--- src/core/ctrl_pins_pkg.sv ---
// constants and types shared by both ends of the terminal control pins
package ctrl_pins_pkg;

  // ---------------------------------------------------------------
  // device register bus
  // ---------------------------------------------------------------
  localparam int             DATA_W          = 16;
  localparam int             ADDR_W          = 5;
  localparam logic [4:0]     REG_INT_MASK1   = 5'h00;
  localparam logic [4:0]     REG_CFG2        = 5'h02;
  localparam logic [4:0]     REG_START_RESET = 5'h03;
  localparam logic [4:0]     REG_TIME_TAG    = 5'h05;
  localparam logic [4:0]     REG_INT_STATUS1 = 5'h06;
  localparam logic [4:0]     REG_INT_MASK2   = 5'h1D;
  localparam logic [4:0]     REG_INT_STATUS2 = 5'h1E;
  localparam logic [15:0]    CFG2_RESET      = 16'h0000;
  localparam logic [15:0]    MASK_RESET      = 16'h0000;
  localparam logic [15:0]    DATA_ZERO       = 16'h0000;
  localparam int             CFG2_LEVEL_BIT  = 3;
  localparam int             CFG2_AUTOCLR_BIT = 4;
  localparam int             CFG2_TAGSEL_LO  = 7;
  localparam int             CFG2_TAGSEL_HI  = 9;
  localparam logic [2:0]     TAGSEL_EXTERNAL = 3'h7;
  localparam int             SR_INT_RESET_BIT = 2;

  // ---------------------------------------------------------------
  // upper address lines, index within addr_hi (A15..A12)
  // ---------------------------------------------------------------
  localparam int             ADDR_HI_W       = 4;
  localparam int             AH_CLKSEL_HI    = 3;
  localparam int             AH_CLKSEL_LO    = 2;
  localparam int             AH_FORCED_HI    = 1;
  localparam int             AH_BOOT         = 0;
  localparam logic [1:0]     CLKSEL_RESET    = 2'h0;

  // ---------------------------------------------------------------
  // timing
  // ---------------------------------------------------------------
  localparam int             CLK_MHZ_DEFAULT = 100;
  localparam int             PULSE_NS        = 500;
  localparam int             STROBE_CYCLES   = 2;
  localparam int             TAG_HALF_DEFAULT = 50;

  function automatic int pulse_cycles(input int clk_mhz);
    int c;
    c = (PULSE_NS * clk_mhz + 999) / 1000;
    return (c < 1) ? 1 : c;
  endfunction : pulse_cycles

  typedef enum logic [1:0] {
    IRQ_IDLE  = 2'b00,
    IRQ_PULSE = 2'b01,
    IRQ_LEVEL = 2'b10
  } irq_state_type;

  // ---------------------------------------------------------------
  // host controller software port
  // ---------------------------------------------------------------
  localparam int             HOST_ADDR_W     = 6;
  localparam int             HOST_WIN_BIT    = 5;
  localparam logic [5:0]     HREG_PIN_CTRL   = 6'h00;
  localparam logic [5:0]     HREG_STATUS     = 6'h01;
  localparam logic [5:0]     HREG_MASK       = 6'h02;
  localparam int             PC_INH_A        = 0;
  localparam int             PC_INH_B        = 1;
  localparam int             PC_LOCKOUT      = 2;
  localparam int             PC_UPADDR_EN    = 3;
  localparam int             PC_MCLR         = 4;
  localparam int             PC_TAG_EN       = 5;
  localparam int             PC_CLKSEL_LO    = 8;
  localparam int             PC_CLKSEL_HI    = 9;
  localparam int             PC_BOOT_N       = 10;
  localparam logic [15:0]    PIN_CTRL_RESET  = 16'h0410;
  localparam int             HST_INT_EDGE    = 0;
  localparam int             HST_RT_RESET    = 1;
  localparam int             HST_W           = 2;

endpackage : ctrl_pins_pkg

--- src/core/ctrl_pins_if.sv ---
// pin-level connection between terminal device and host controller
`timescale 1ns/10ps
interface ctrl_pins_if;
  import ctrl_pins_pkg::*;

  logic              int_n;
  logic              rt_reset_cmd_strobe_n;
  logic              xmit_inhibit_chan_a;
  logic              xmit_inhibit_chan_b;
  logic              master_clear_n;
  logic              tag_clk;
  logic              controller_lockout;
  logic              upper_addr_enable;
  logic [ADDR_HI_W-1:0] addr_hi;
  logic              sleep_request_in;
  logic              self_test_enable_in;
  logic              reg_wr;
  logic              reg_rd;
  logic [ADDR_W-1:0] reg_addr;
  logic [DATA_W-1:0] reg_wdata;
  logic [DATA_W-1:0] reg_rdata;

  modport device (
    output int_n, rt_reset_cmd_strobe_n, reg_rdata,
    input  xmit_inhibit_chan_a, xmit_inhibit_chan_b, master_clear_n, tag_clk,
    input  controller_lockout, upper_addr_enable, addr_hi,
    input  sleep_request_in, self_test_enable_in,
    input  reg_wr, reg_rd, reg_addr, reg_wdata
  );

  modport host (
    input  int_n, rt_reset_cmd_strobe_n, reg_rdata,
    output xmit_inhibit_chan_a, xmit_inhibit_chan_b, master_clear_n, tag_clk,
    output controller_lockout, upper_addr_enable, addr_hi,
    output sleep_request_in, self_test_enable_in,
    output reg_wr, reg_rd, reg_addr, reg_wdata
  );
endinterface : ctrl_pins_if

--- src/core/pin_sync.sv ---
// two-flop synchroniser for asynchronous pin levels
`timescale 1ns/10ps
module pin_sync #(
  parameter int WIDTH = 1
) (
  input  wire logic             clk_in,
  input  wire logic             rst_in,
  input  wire logic [WIDTH-1:0] d_in,
  output logic      [WIDTH-1:0] q_out
);
  logic [WIDTH-1:0] meta;

  always_ff @(posedge clk_in) begin
    if (rst_in) begin
      meta  <= '0;
      q_out <= '0;
    end else begin
      meta  <= d_in;
      q_out <= meta;
    end
  end
endmodule : pin_sync

--- src/core/term_ctrl_device.sv ---
// terminal device end: interrupt output, reset strobe, control pin decode
// What this block and the host do
// reset command in RT mode gives two-cycle low strobe
// pulse mode: ~500 ns low interrupt pulse
// level mode: interrupt held low until cleared
// interrupt reset bit write releases level
// auto-clear: status read clears request
// both pending registers must be read
// status write-back clears returned ones
// inhibit high shuts that transmitter down
// master clear low resets the device
// cfg bits 7-9 set: external tag clock
// lockout high forbids bus controller mode
// upper address lines become clock select, boot
// host holds A13 high then
// upper address lines ignored when enabled
// sleep and self-test inputs ignored
// pulse width counted in clock cycles
//
// The register offsets and the strobed register port were chosen for this implementation.
`timescale 1ns/10ps
module term_ctrl_device
  import ctrl_pins_pkg::*;
#(
  parameter int CLK_MHZ = CLK_MHZ_DEFAULT
) (
  input  wire logic                        REF_CLK_IN,
  input  wire logic                        RESET_IN,
  ctrl_pins_if.device                      PINS,
  input  wire logic                        RT_MODE_IN,
  input  wire logic                        RESET_CMD_IN,
  input  wire logic [ctrl_pins_pkg::DATA_W-1:0] EVENT1_IN,
  input  wire logic [ctrl_pins_pkg::DATA_W-1:0] EVENT2_IN,
  output logic                             DEVICE_RESET_OUT,
  output logic                             TX_SHUTDOWN_A_OUT,
  output logic                             TX_SHUTDOWN_B_OUT,
  output logic                             BC_ENABLE_OUT,
  output logic [1:0]                       CLK_SEL_OUT,
  output logic                             TERMINAL_BOOT_N_OUT,
  output logic [ctrl_pins_pkg::DATA_W-1:0] TIME_TAG_OUT
);
  import ctrl_pins_pkg::*;

  localparam int PULSE_CYC = pulse_cycles(CLK_MHZ);
  localparam int CNT_W     = $clog2(PULSE_CYC + 1);
  localparam logic [CNT_W-1:0] PULSE_LOAD = CNT_W'(PULSE_CYC - 1);
  localparam logic [CNT_W-1:0] CNT_ZERO   = '0;
  localparam logic [1:0] STROBE_LOAD = 2'(STROBE_CYCLES - 1);

  generate
    if (CLK_MHZ < 1 || CLK_MHZ > 1000) begin : g_bad_clk
      $error("CLK_MHZ out of range");
    end
  endgenerate

  // ---------------------------------------------------------------
  // pin synchronisers
  // ---------------------------------------------------------------
  localparam int SYNC_W = 5 + ADDR_HI_W + 1;
  logic [SYNC_W-1:0] sync_q;
  logic              inh_a_s, inh_b_s, mclr_n_s, tag_s, lock_s, upen_s;
  logic [ADDR_HI_W-1:0] ahi_s;

  pin_sync #(.WIDTH(SYNC_W)) u_sync (
    .clk_in (REF_CLK_IN),
    .rst_in (RESET_IN),
    .d_in   ({PINS.xmit_inhibit_chan_a, PINS.xmit_inhibit_chan_b, PINS.master_clear_n,
              PINS.tag_clk, PINS.controller_lockout, PINS.addr_hi,
              PINS.upper_addr_enable}),
    .q_out  (sync_q)
  );
  assign {inh_a_s, inh_b_s, mclr_n_s, tag_s, lock_s, ahi_s, upen_s} = sync_q;

  // sleep and self-test pins unused  //

  logic dev_rst;
  assign dev_rst = RESET_IN | ~mclr_n_s;

  // ---------------------------------------------------------------
  // register bus
  // ---------------------------------------------------------------
  logic [DATA_W-1:0] cfg2, mask1, mask2, status1, status2, time_tag;
  logic [DATA_W-1:0] next_status1, next_status2;
  logic              wr_sr, wr_cfg, wr_m1, wr_m2, wr_s1, wr_s2, wr_tt;
  logic              rd_s1, rd_s2, auto_clr, level_mode;
  logic [DATA_W-1:0] clr1, clr2;

  assign level_mode = cfg2[CFG2_LEVEL_BIT];
  assign auto_clr   = cfg2[CFG2_AUTOCLR_BIT];

  always_comb begin
    wr_sr = 1'b0; wr_cfg = 1'b0; wr_m1 = 1'b0; wr_m2 = 1'b0;
    wr_s1 = 1'b0; wr_s2 = 1'b0; wr_tt = 1'b0; rd_s1 = 1'b0; rd_s2 = 1'b0;
    if (PINS.reg_addr == REG_START_RESET) begin
      wr_sr = PINS.reg_wr;
    end else if (PINS.reg_addr == REG_CFG2) begin
      wr_cfg = PINS.reg_wr;
    end else if (PINS.reg_addr == REG_INT_MASK1) begin
      wr_m1 = PINS.reg_wr;
    end else if (PINS.reg_addr == REG_INT_MASK2) begin
      wr_m2 = PINS.reg_wr;
    end else if (PINS.reg_addr == REG_INT_STATUS1) begin
      wr_s1 = PINS.reg_wr;
      rd_s1 = PINS.reg_rd;
    end else if (PINS.reg_addr == REG_INT_STATUS2) begin
      wr_s2 = PINS.reg_wr;
      rd_s2 = PINS.reg_rd;
    end else if (PINS.reg_addr == REG_TIME_TAG) begin
      wr_tt = PINS.reg_wr;
    end
  end

  always_ff @(posedge REF_CLK_IN) begin
    if (dev_rst) begin
      cfg2  <= CFG2_RESET;
      mask1 <= MASK_RESET;
      mask2 <= MASK_RESET;
    end else begin
      if (wr_cfg) cfg2 <= PINS.reg_wdata;
      if (wr_m1) mask1 <= PINS.reg_wdata;
      if (wr_m2) mask2 <= PINS.reg_wdata;
    end
  end

  always_ff @(posedge REF_CLK_IN) begin
    if (dev_rst) begin
      PINS.reg_rdata <= DATA_ZERO;
    end else if (PINS.reg_rd) begin
      if (PINS.reg_addr == REG_CFG2) begin
        PINS.reg_rdata <= cfg2;
      end else if (PINS.reg_addr == REG_INT_MASK1) begin
        PINS.reg_rdata <= mask1;
      end else if (PINS.reg_addr == REG_INT_MASK2) begin
        PINS.reg_rdata <= mask2;
      end else if (PINS.reg_addr == REG_INT_STATUS1) begin
        PINS.reg_rdata <= status1;
      end else if (PINS.reg_addr == REG_INT_STATUS2) begin
        PINS.reg_rdata <= status2;
      end else if (PINS.reg_addr == REG_TIME_TAG) begin
        PINS.reg_rdata <= time_tag;
      end else begin
        PINS.reg_rdata <= DATA_ZERO;
      end
    end
  end

  // ---------------------------------------------------------------
  // interrupt status; set wins over clear
  // ---------------------------------------------------------------
  always_comb begin
    clr1 = DATA_ZERO;
    clr2 = DATA_ZERO;
    if (rd_s1 && auto_clr) clr1 = status1;
    if (rd_s2 && auto_clr) clr2 = status2;
    if (wr_s1) clr1 = PINS.reg_wdata;
    if (wr_s2) clr2 = PINS.reg_wdata;
    next_status1 = (status1 & ~clr1) | EVENT1_IN;
    next_status2 = (status2 & ~clr2) | EVENT2_IN;
  end

  always_ff @(posedge REF_CLK_IN) begin
    if (dev_rst) begin
      status1 <= DATA_ZERO;
      status2 <= DATA_ZERO;
    end else begin
      status1 <= next_status1;
      status2 <= next_status2;
    end
  end

  // ---------------------------------------------------------------
  // interrupt output
  // ---------------------------------------------------------------
  irq_state_type     irq_state, next_irq_state;
  logic [CNT_W-1:0]  pulse_cnt;
  logic              any_new, still_pending, int_reset, release_level;

  assign any_new       = |((EVENT1_IN & ~status1 & mask1) | (EVENT2_IN & ~status2 & mask2));
  // held while any unmasked bit remains
  assign still_pending = |((next_status1 & mask1) | (next_status2 & mask2));
  assign int_reset     = wr_sr & PINS.reg_wdata[SR_INT_RESET_BIT];
  assign release_level = int_reset | ((rd_s1 | rd_s2 | wr_s1 | wr_s2) & ~still_pending);

  always_comb begin
    next_irq_state = irq_state;
    case (irq_state)
      IRQ_IDLE: begin
        if (any_new) next_irq_state = level_mode ? IRQ_LEVEL : IRQ_PULSE;
      end
      IRQ_PULSE: begin
        if (pulse_cnt == CNT_ZERO && !any_new) next_irq_state = IRQ_IDLE;
      end
      IRQ_LEVEL: begin
        if (release_level && !any_new) next_irq_state = IRQ_IDLE;
      end
      default: next_irq_state = IRQ_IDLE;
    endcase
  end

  always_ff @(posedge REF_CLK_IN) begin
    if (dev_rst) begin
      irq_state  <= IRQ_IDLE;
      pulse_cnt  <= CNT_ZERO;
      PINS.int_n <= 1'b1;
    end else begin
      irq_state  <= next_irq_state;
      PINS.int_n <= (next_irq_state == IRQ_IDLE);
      if (any_new && !level_mode) begin
        pulse_cnt <= PULSE_LOAD;
      end else if (pulse_cnt != CNT_ZERO) begin
        pulse_cnt <= pulse_cnt - 1'b1;
      end
    end
  end

  // ---------------------------------------------------------------
  // reset-command strobe
  // ---------------------------------------------------------------
  logic [1:0] strobe_cnt;

  always_ff @(posedge REF_CLK_IN) begin
    if (dev_rst) begin
      strobe_cnt                 <= 2'h0;
      PINS.rt_reset_cmd_strobe_n <= 1'b1;
    end else if (RESET_CMD_IN && RT_MODE_IN) begin
      strobe_cnt                 <= STROBE_LOAD;
      PINS.rt_reset_cmd_strobe_n <= 1'b0;
    end else if (strobe_cnt != 2'h0) begin
      strobe_cnt <= strobe_cnt - 1'b1;
    end else begin
      PINS.rt_reset_cmd_strobe_n <= 1'b1;
    end
  end

  // ---------------------------------------------------------------
  // time tag, external source only
  // ---------------------------------------------------------------
  logic tag_prev;

  always_ff @(posedge REF_CLK_IN) begin
    if (dev_rst) begin
      tag_prev <= 1'b0;
      time_tag <= DATA_ZERO;
    end else begin
      tag_prev <= tag_s;
      if (wr_tt) begin
        time_tag <= PINS.reg_wdata;
      end else if (cfg2[CFG2_TAGSEL_HI:CFG2_TAGSEL_LO] == TAGSEL_EXTERNAL
                   && tag_s && !tag_prev) begin
        time_tag <= time_tag + 1'b1;
      end
    end
  end

  // ---------------------------------------------------------------
  // control pin decode
  // ---------------------------------------------------------------
  always_ff @(posedge REF_CLK_IN) begin
    if (dev_rst) begin
      TX_SHUTDOWN_A_OUT   <= 1'b0;
      TX_SHUTDOWN_B_OUT   <= 1'b0;
      BC_ENABLE_OUT       <= 1'b0;
      CLK_SEL_OUT         <= CLKSEL_RESET;
      TERMINAL_BOOT_N_OUT <= 1'b1;
    end else begin
      TX_SHUTDOWN_A_OUT <= inh_a_s;
      TX_SHUTDOWN_B_OUT <= inh_b_s;
      BC_ENABLE_OUT     <= ~lock_s;
      if (!upen_s) begin
        CLK_SEL_OUT         <= {ahi_s[AH_CLKSEL_HI], ahi_s[AH_CLKSEL_LO]};
        TERMINAL_BOOT_N_OUT <= ahi_s[AH_BOOT];
      end else begin
        CLK_SEL_OUT         <= CLKSEL_RESET;
        TERMINAL_BOOT_N_OUT <= 1'b1;
      end
    end
  end

  assign DEVICE_RESET_OUT = dev_rst;
  assign TIME_TAG_OUT     = time_tag;

endmodule : term_ctrl_device

--- src/flat_wrapper.sv ---
// flat-port wrapper written by rule: the top's interface ports become plain ports
module term_ctrl_device_flat import ctrl_pins_pkg::*;
#(
  parameter int CLK_MHZ = CLK_MHZ_DEFAULT
)
  (REF_CLK_IN, RESET_IN, RT_MODE_IN, RESET_CMD_IN, EVENT1_IN, EVENT2_IN, DEVICE_RESET_OUT, TX_SHUTDOWN_A_OUT, TX_SHUTDOWN_B_OUT, BC_ENABLE_OUT, CLK_SEL_OUT, TERMINAL_BOOT_N_OUT, TIME_TAG_OUT, PINS_int_n, PINS_rt_reset_cmd_strobe_n, PINS_reg_rdata, PINS_xmit_inhibit_chan_a, PINS_xmit_inhibit_chan_b, PINS_master_clear_n, PINS_tag_clk, PINS_controller_lockout, PINS_upper_addr_enable, PINS_addr_hi, PINS_sleep_request_in, PINS_self_test_enable_in, PINS_reg_wr, PINS_reg_rd, PINS_reg_addr, PINS_reg_wdata);
  ctrl_pins_if PINS_i ();
  input  wire logic REF_CLK_IN;
  input  wire logic RESET_IN;
  input  wire logic RT_MODE_IN;
  input  wire logic RESET_CMD_IN;
  input  wire logic [ctrl_pins_pkg::DATA_W-1:0] EVENT1_IN;
  input  wire logic [ctrl_pins_pkg::DATA_W-1:0] EVENT2_IN;
  output logic DEVICE_RESET_OUT;
  output logic TX_SHUTDOWN_A_OUT;
  output logic TX_SHUTDOWN_B_OUT;
  output logic BC_ENABLE_OUT;
  output logic [1:0] CLK_SEL_OUT;
  output logic TERMINAL_BOOT_N_OUT;
  output logic [ctrl_pins_pkg::DATA_W-1:0] TIME_TAG_OUT;
  output wire logic [$bits(PINS_i.int_n)-1:0] PINS_int_n;
  output wire logic [$bits(PINS_i.rt_reset_cmd_strobe_n)-1:0] PINS_rt_reset_cmd_strobe_n;
  output wire logic [$bits(PINS_i.reg_rdata)-1:0] PINS_reg_rdata;
  input wire logic [$bits(PINS_i.xmit_inhibit_chan_a)-1:0] PINS_xmit_inhibit_chan_a;
  input wire logic [$bits(PINS_i.xmit_inhibit_chan_b)-1:0] PINS_xmit_inhibit_chan_b;
  input wire logic [$bits(PINS_i.master_clear_n)-1:0] PINS_master_clear_n;
  input wire logic [$bits(PINS_i.tag_clk)-1:0] PINS_tag_clk;
  input wire logic [$bits(PINS_i.controller_lockout)-1:0] PINS_controller_lockout;
  input wire logic [$bits(PINS_i.upper_addr_enable)-1:0] PINS_upper_addr_enable;
  input wire logic [$bits(PINS_i.addr_hi)-1:0] PINS_addr_hi;
  input wire logic [$bits(PINS_i.sleep_request_in)-1:0] PINS_sleep_request_in;
  input wire logic [$bits(PINS_i.self_test_enable_in)-1:0] PINS_self_test_enable_in;
  input wire logic [$bits(PINS_i.reg_wr)-1:0] PINS_reg_wr;
  input wire logic [$bits(PINS_i.reg_rd)-1:0] PINS_reg_rd;
  input wire logic [$bits(PINS_i.reg_addr)-1:0] PINS_reg_addr;
  input wire logic [$bits(PINS_i.reg_wdata)-1:0] PINS_reg_wdata;
  assign PINS_int_n = PINS_i.int_n;
  assign PINS_rt_reset_cmd_strobe_n = PINS_i.rt_reset_cmd_strobe_n;
  assign PINS_reg_rdata = PINS_i.reg_rdata;
  assign PINS_i.xmit_inhibit_chan_a = PINS_xmit_inhibit_chan_a;
  assign PINS_i.xmit_inhibit_chan_b = PINS_xmit_inhibit_chan_b;
  assign PINS_i.master_clear_n = PINS_master_clear_n;
  assign PINS_i.tag_clk = PINS_tag_clk;
  assign PINS_i.controller_lockout = PINS_controller_lockout;
  assign PINS_i.upper_addr_enable = PINS_upper_addr_enable;
  assign PINS_i.addr_hi = PINS_addr_hi;
  assign PINS_i.sleep_request_in = PINS_sleep_request_in;
  assign PINS_i.self_test_enable_in = PINS_self_test_enable_in;
  assign PINS_i.reg_wr = PINS_reg_wr;
  assign PINS_i.reg_rd = PINS_reg_rd;
  assign PINS_i.reg_addr = PINS_reg_addr;
  assign PINS_i.reg_wdata = PINS_reg_wdata;
  term_ctrl_device #(.CLK_MHZ(CLK_MHZ)) u_core (.REF_CLK_IN(REF_CLK_IN), .RESET_IN(RESET_IN), .PINS(PINS_i), .RT_MODE_IN(RT_MODE_IN), .RESET_CMD_IN(RESET_CMD_IN), .EVENT1_IN(EVENT1_IN), .EVENT2_IN(EVENT2_IN), .DEVICE_RESET_OUT(DEVICE_RESET_OUT), .TX_SHUTDOWN_A_OUT(TX_SHUTDOWN_A_OUT), .TX_SHUTDOWN_B_OUT(TX_SHUTDOWN_B_OUT), .BC_ENABLE_OUT(BC_ENABLE_OUT), .CLK_SEL_OUT(CLK_SEL_OUT), .TERMINAL_BOOT_N_OUT(TERMINAL_BOOT_N_OUT), .TIME_TAG_OUT(TIME_TAG_OUT));
endmodule
--- config.mk ---
export PLATFORM = sky130hd
export DESIGN_NAME = term_ctrl_device_flat
export DESIGN_NICKNAME = d
export VERILOG_FILES = /design/src/core/ctrl_pins_pkg.sv /design/src/core/ctrl_pins_if.sv /design/src/core/pin_sync.sv /design/src/core/term_ctrl_device.sv /design/src/flat_wrapper.sv
export SDC_FILE = /design/constraint.sdc
export NUM_CORES = 1
export LEC_CHECK = 0
export ABC_AREA = 1
export BUFFER_PORTS_ARGS = -buffer_cell sky130_fd_sc_hd__buf_2
export CELL_PAD_IN_SITES_DETAIL_PLACEMENT = 1
export CELL_PAD_IN_SITES_GLOBAL_PLACEMENT = 2
export CORE_ASPECT_RATIO = 0.6
export CORE_MARGIN = 5
export CORE_UTILIZATION = 25
export DETAILED_ROUTE_END_ITERATION = 8
export PLACE_DENSITY = 0.7
export SLEW_MARGIN = 5
export SYNTH_ARGS = -nofsm -noshare
export SYNTH_HDL_FRONTEND = slang
export SYNTH_SLANG_ARGS = --single-unit
--- constraint.sdc ---
create_clock -name REF_CLK_IN -period 3.76 [get_ports REF_CLK_IN]
set_input_delay 0.564 -clock REF_CLK_IN [delete_from_list [all_inputs] [get_ports REF_CLK_IN]]
set_output_delay 0.564 -clock REF_CLK_IN [all_outputs]
set_load 0.005 [all_outputs]
==> results.ini <==
[timing]
setup_viol = 0
tightest_slew_ns = 0.7231
tns_ns = 0
min_period_over_period_pct = 69.54
fmax_ghz = 0.3825
rsz0062_at_grt = false
min_period_ns = 2.615
maxSlewHeadroom_pct = 51.42
hold_violations = 0
drv_slew = 0
fin_worst_skew_ns = 0.008151

[global_route]
antenna_found_initial = 0
grt_max_degree = 61
use_met2_pct = 26.89
grt_pass1_vias = 7346
grt_pass1_wl_um = 45630
track_usage_pct = 19.10
grt-ovfl-total = 0
met1_usage_pct = 29.42
top_usage_layer = met1
gr-usage-met3_pct = 4.420

[route]
firstDrtPassIters = 5
wire_per_inst_um = 19.93
ant_nets = 0
wl_um = 29920
dr_total_vias = 7246
via_per_inst = 4.827
drc = 0
first_iter_violations = 608

[clock_tree]
cts_resized = 0
cts_tree = yes
cts_max_path_buffers = 2
cts-buffers-inserted = 17
postCtsHoldBufs = 0
insertion_delay_ns = 0.45
clk_pin_slew_ns = 0.07
htreeDepth = 4
cts.sinks = 149
cts_setup_buffers = 0
cts_root_buf = clkbuf_16

[logic_synthesis]
synthArstFlopShare_pct = 0
synth_xor_area_share_pct = 1.499
avgSynthCellArea_um2 = 6.978
synth_top_flop_cell = dfxtp_1
synth_mux_area_share_pct = 0
synthCells = 1005
synth_top_family_by_area = simple AND/OR/NAND/NOR gates
synth_edf_count = 0
synth_fp_nets = 1079
ys_ff_latch = 149
yosys.area_share.simple_pct = 27.69
synthAdderAreaFrac_pct = 0.5352
netlist_area_mm2 = 0.007013
ys_types = 41
yosysWarnings = 0
ys_seq_area_share_pct = 42.53
synth_compound_area_share_pct = 17.84

[pwr]
p_per_area_mw_per_mm2 = 426.5
p_leak_nw = 3.570
power_w = 0.003713
ir_drop_v = 0.0002953

[hold_path]
hold_path.class = in -> reg
worstHoldStart = PINS_addr_hi[0]

[run]
max-cap-violations = 0

[worst_setup_path]
crit_arrival_ns = 2.96
path_class = in -> reg
slowest_delay_ns = 0.37
path_cells = buf_2, nand3_1, nor2_2, nand3_2, buf_4, nand3_1, nand2_1, nand2_1, nand2_1, nor2_1, nand2_1, nor2_1, nand3_1, nand2_1, nand2_1, and2_1
end_kind = flop
critPathTopFamily = simple AND/OR/NAND/NOR gates
critPathMaxFanout = 7
startpoint = PINS_reg_addr[2]
cpMaxStageDelayCell = nor2_2
timing.rr.start = u_core.cfg2[4]$_SDFFE_PP0P_
cp.buffers_inverters = 2
cp.required_ns = 4.11
cpMostUsedCell = nand2_1
crit_path_start_kind = primary input

[floorplan]
die-area_mm2 = 0.03161
row_count = 47
die_width_um = 226.2
fp.coreArea_mm2 = 0.02758
fp.dieH_um = 139.7
initial_utilization_pct = 25.43
io_pins = 112

[final_layout]
drive_above_1_share_pct = 17.81
area_growth_pct = 24.14
antenna_cells = 0
fin_nets = 1196

[placed_design]
port_buffers = 108
place_congestion = 0.8279
hpwl_um = 21790

[status]
status = finished, final reports clean

-- kinds of logic after synthesis --
group / count (synthesis)
simple gates: 446
compound gates: 217
buf+inv: 178
flops: 149
xor+xnor: 12
fa+ha+maj: 3
-- metrics by stage --
step / cells / setup slack (ns) / hold WS (ns) / area [µm²] / utilization (%)
2_1_floorplan: 1005 / 1.781 / 0.3682 / 7013 / -
3_3_place_gp: 1470 / 0.8263 / 0.3795 / 8070 / 29.26
3_5_place_dp: 1470 / 0.7748 / 0.3869 / 8070 / 29.26
4_1_cts: 1501 / 1.212 / 0.2991 / 8706 / 31.57
6_report: 1501 / 1.145 / 0.3191 / 8706 / 31.57
5_1_grt: 1501 / 0.9162 / 0.3147 / 8706 / 31.57
-- cells in the final DEF, fill, tap and decap left out, types with 4 or more instances in the layout --
cell type,instances
clkbuf_16,17
buf_4,26
o2111ai_1,12
nor3_1,16
inv_2,11
nand3_2,8
nor2_4,8
a221oi_1,10
o21ai_0,62
a21oi_1,102
a211oi_1,5
dfxtp_1,149
inv_1,128
buf_2,108
nand4_1,6
a31oi_1,5
o221ai_1,4
nand3_1,63
o31ai_1,5
bufinv_16,5
xor2_1,10
nand2_1,212
nor2_1,119
-- metal layers --
metal  routed length, µm  part of all wire (%)
met4                 260                  0.87
met2               11840                    40
met5                   0                     0
met3                1792                   6.0
met1               16030                    54
-- path summary, 6_finish.rpt --
| check | slack (ns) | end | depth (start not counted) |
|---|---|---|---|
| worst min-delay path | 0.32 | u_core.u_sync.meta[1]$_SDFF_PP0_ | 3 |
| worst min register to register | 0.39 | u_core.BC_ENABLE_OUT$_SDFF_PP0_ | 1 |
| worst max-delay path | 1.15 | u_core.irq_state[1]$_SDFF_PP0_ | 16 |
| worst max register to register | 1.41 | u_core.irq_state[1]$_SDFF_PP0_ | 15 |
-- registers in the layout, summed over array words and instances, names as in the netlist --
name                               flops
u_core.CLK_SEL_OUT                     2
u_core.PINS.rt_reset_cmd_strobe_n      1
u_core.u_sync.meta                     9
u_core.PINS.reg_rdata                 16
u_core.status2                        16
u_core.tag_prev                        1
u_core.status1                        16
u_core.TX_SHUTDOWN_A_OUT               1
u_core.irq_state                       2
u_core.TIME_TAG_OUT                   16
u_core.mask2                          16
u_core.pulse_cnt                       6
u_core.mask1                          16
u_core.strobe_cnt                      2
u_core.TERMINAL_BOOT_N_OUT             1
u_core.cfg2                           16
u_core.BC_ENABLE_OUT                   1
u_core.TX_SHUTDOWN_B_OUT               1
u_core.PINS.int_n                      1
u_core.u_sync.q_out                    9
-- cell type report --
class | count | area, µm²
clock inverters | 13 | 206.4
multi-input cells | 678 | 3343
fillers | 3425 | 18870
well taps | 367 | 459.2
clock buffers | 18 | 429.2
inverters | 141 | 529.3
flip-flops and latches | 149 | 2983
repair buffers | 135 | 755.7
-- Yosys cell counts, types with 6 or more instances --
cell	number	share of area [%]
a21oi_1	102	7.3
a221oi_1	10	1.2
clkbuf_1	25	1.3
dfxtp_1	149	43
inv_1	129	6.9
inv_2	10	0.54
nand2_1	212	11
nand3_1	63	4.5
nand3_2	8	1.1
nand4_1	6	0.54
nor2_1	120	6.4
nor2_4	7	1.1
nor3_1	16	1.1
o2111ai_1	12	1.5
o21ai_0	62	4.4
xor2_1	10	1.2
-- power breakdown --
group	switching, W	internal [W]
clock network	0.000737	0.00117
logic	0.000140	0.0000598
registers	0.00000850	0.00160
-- worst register-to-register path, cell delays in order, from the launching register on --
cell and delay [ns]:
dfxtp_1 0.33, inv_1 0.06, nor2_1 0.19, nand3_2 0.25
buf_4 0.27, nand3_2 0.09, nand2_1 0.05, nand2_1 0.07
nand2_1 0.05, nor2_1 0.23, nand2_1 0.08, nor2_1 0.18
nand3_1 0.14, nand2_1 0.09, nand2_1 0.06, and2_1 0.13
Power figures use the tool's default switching activity.
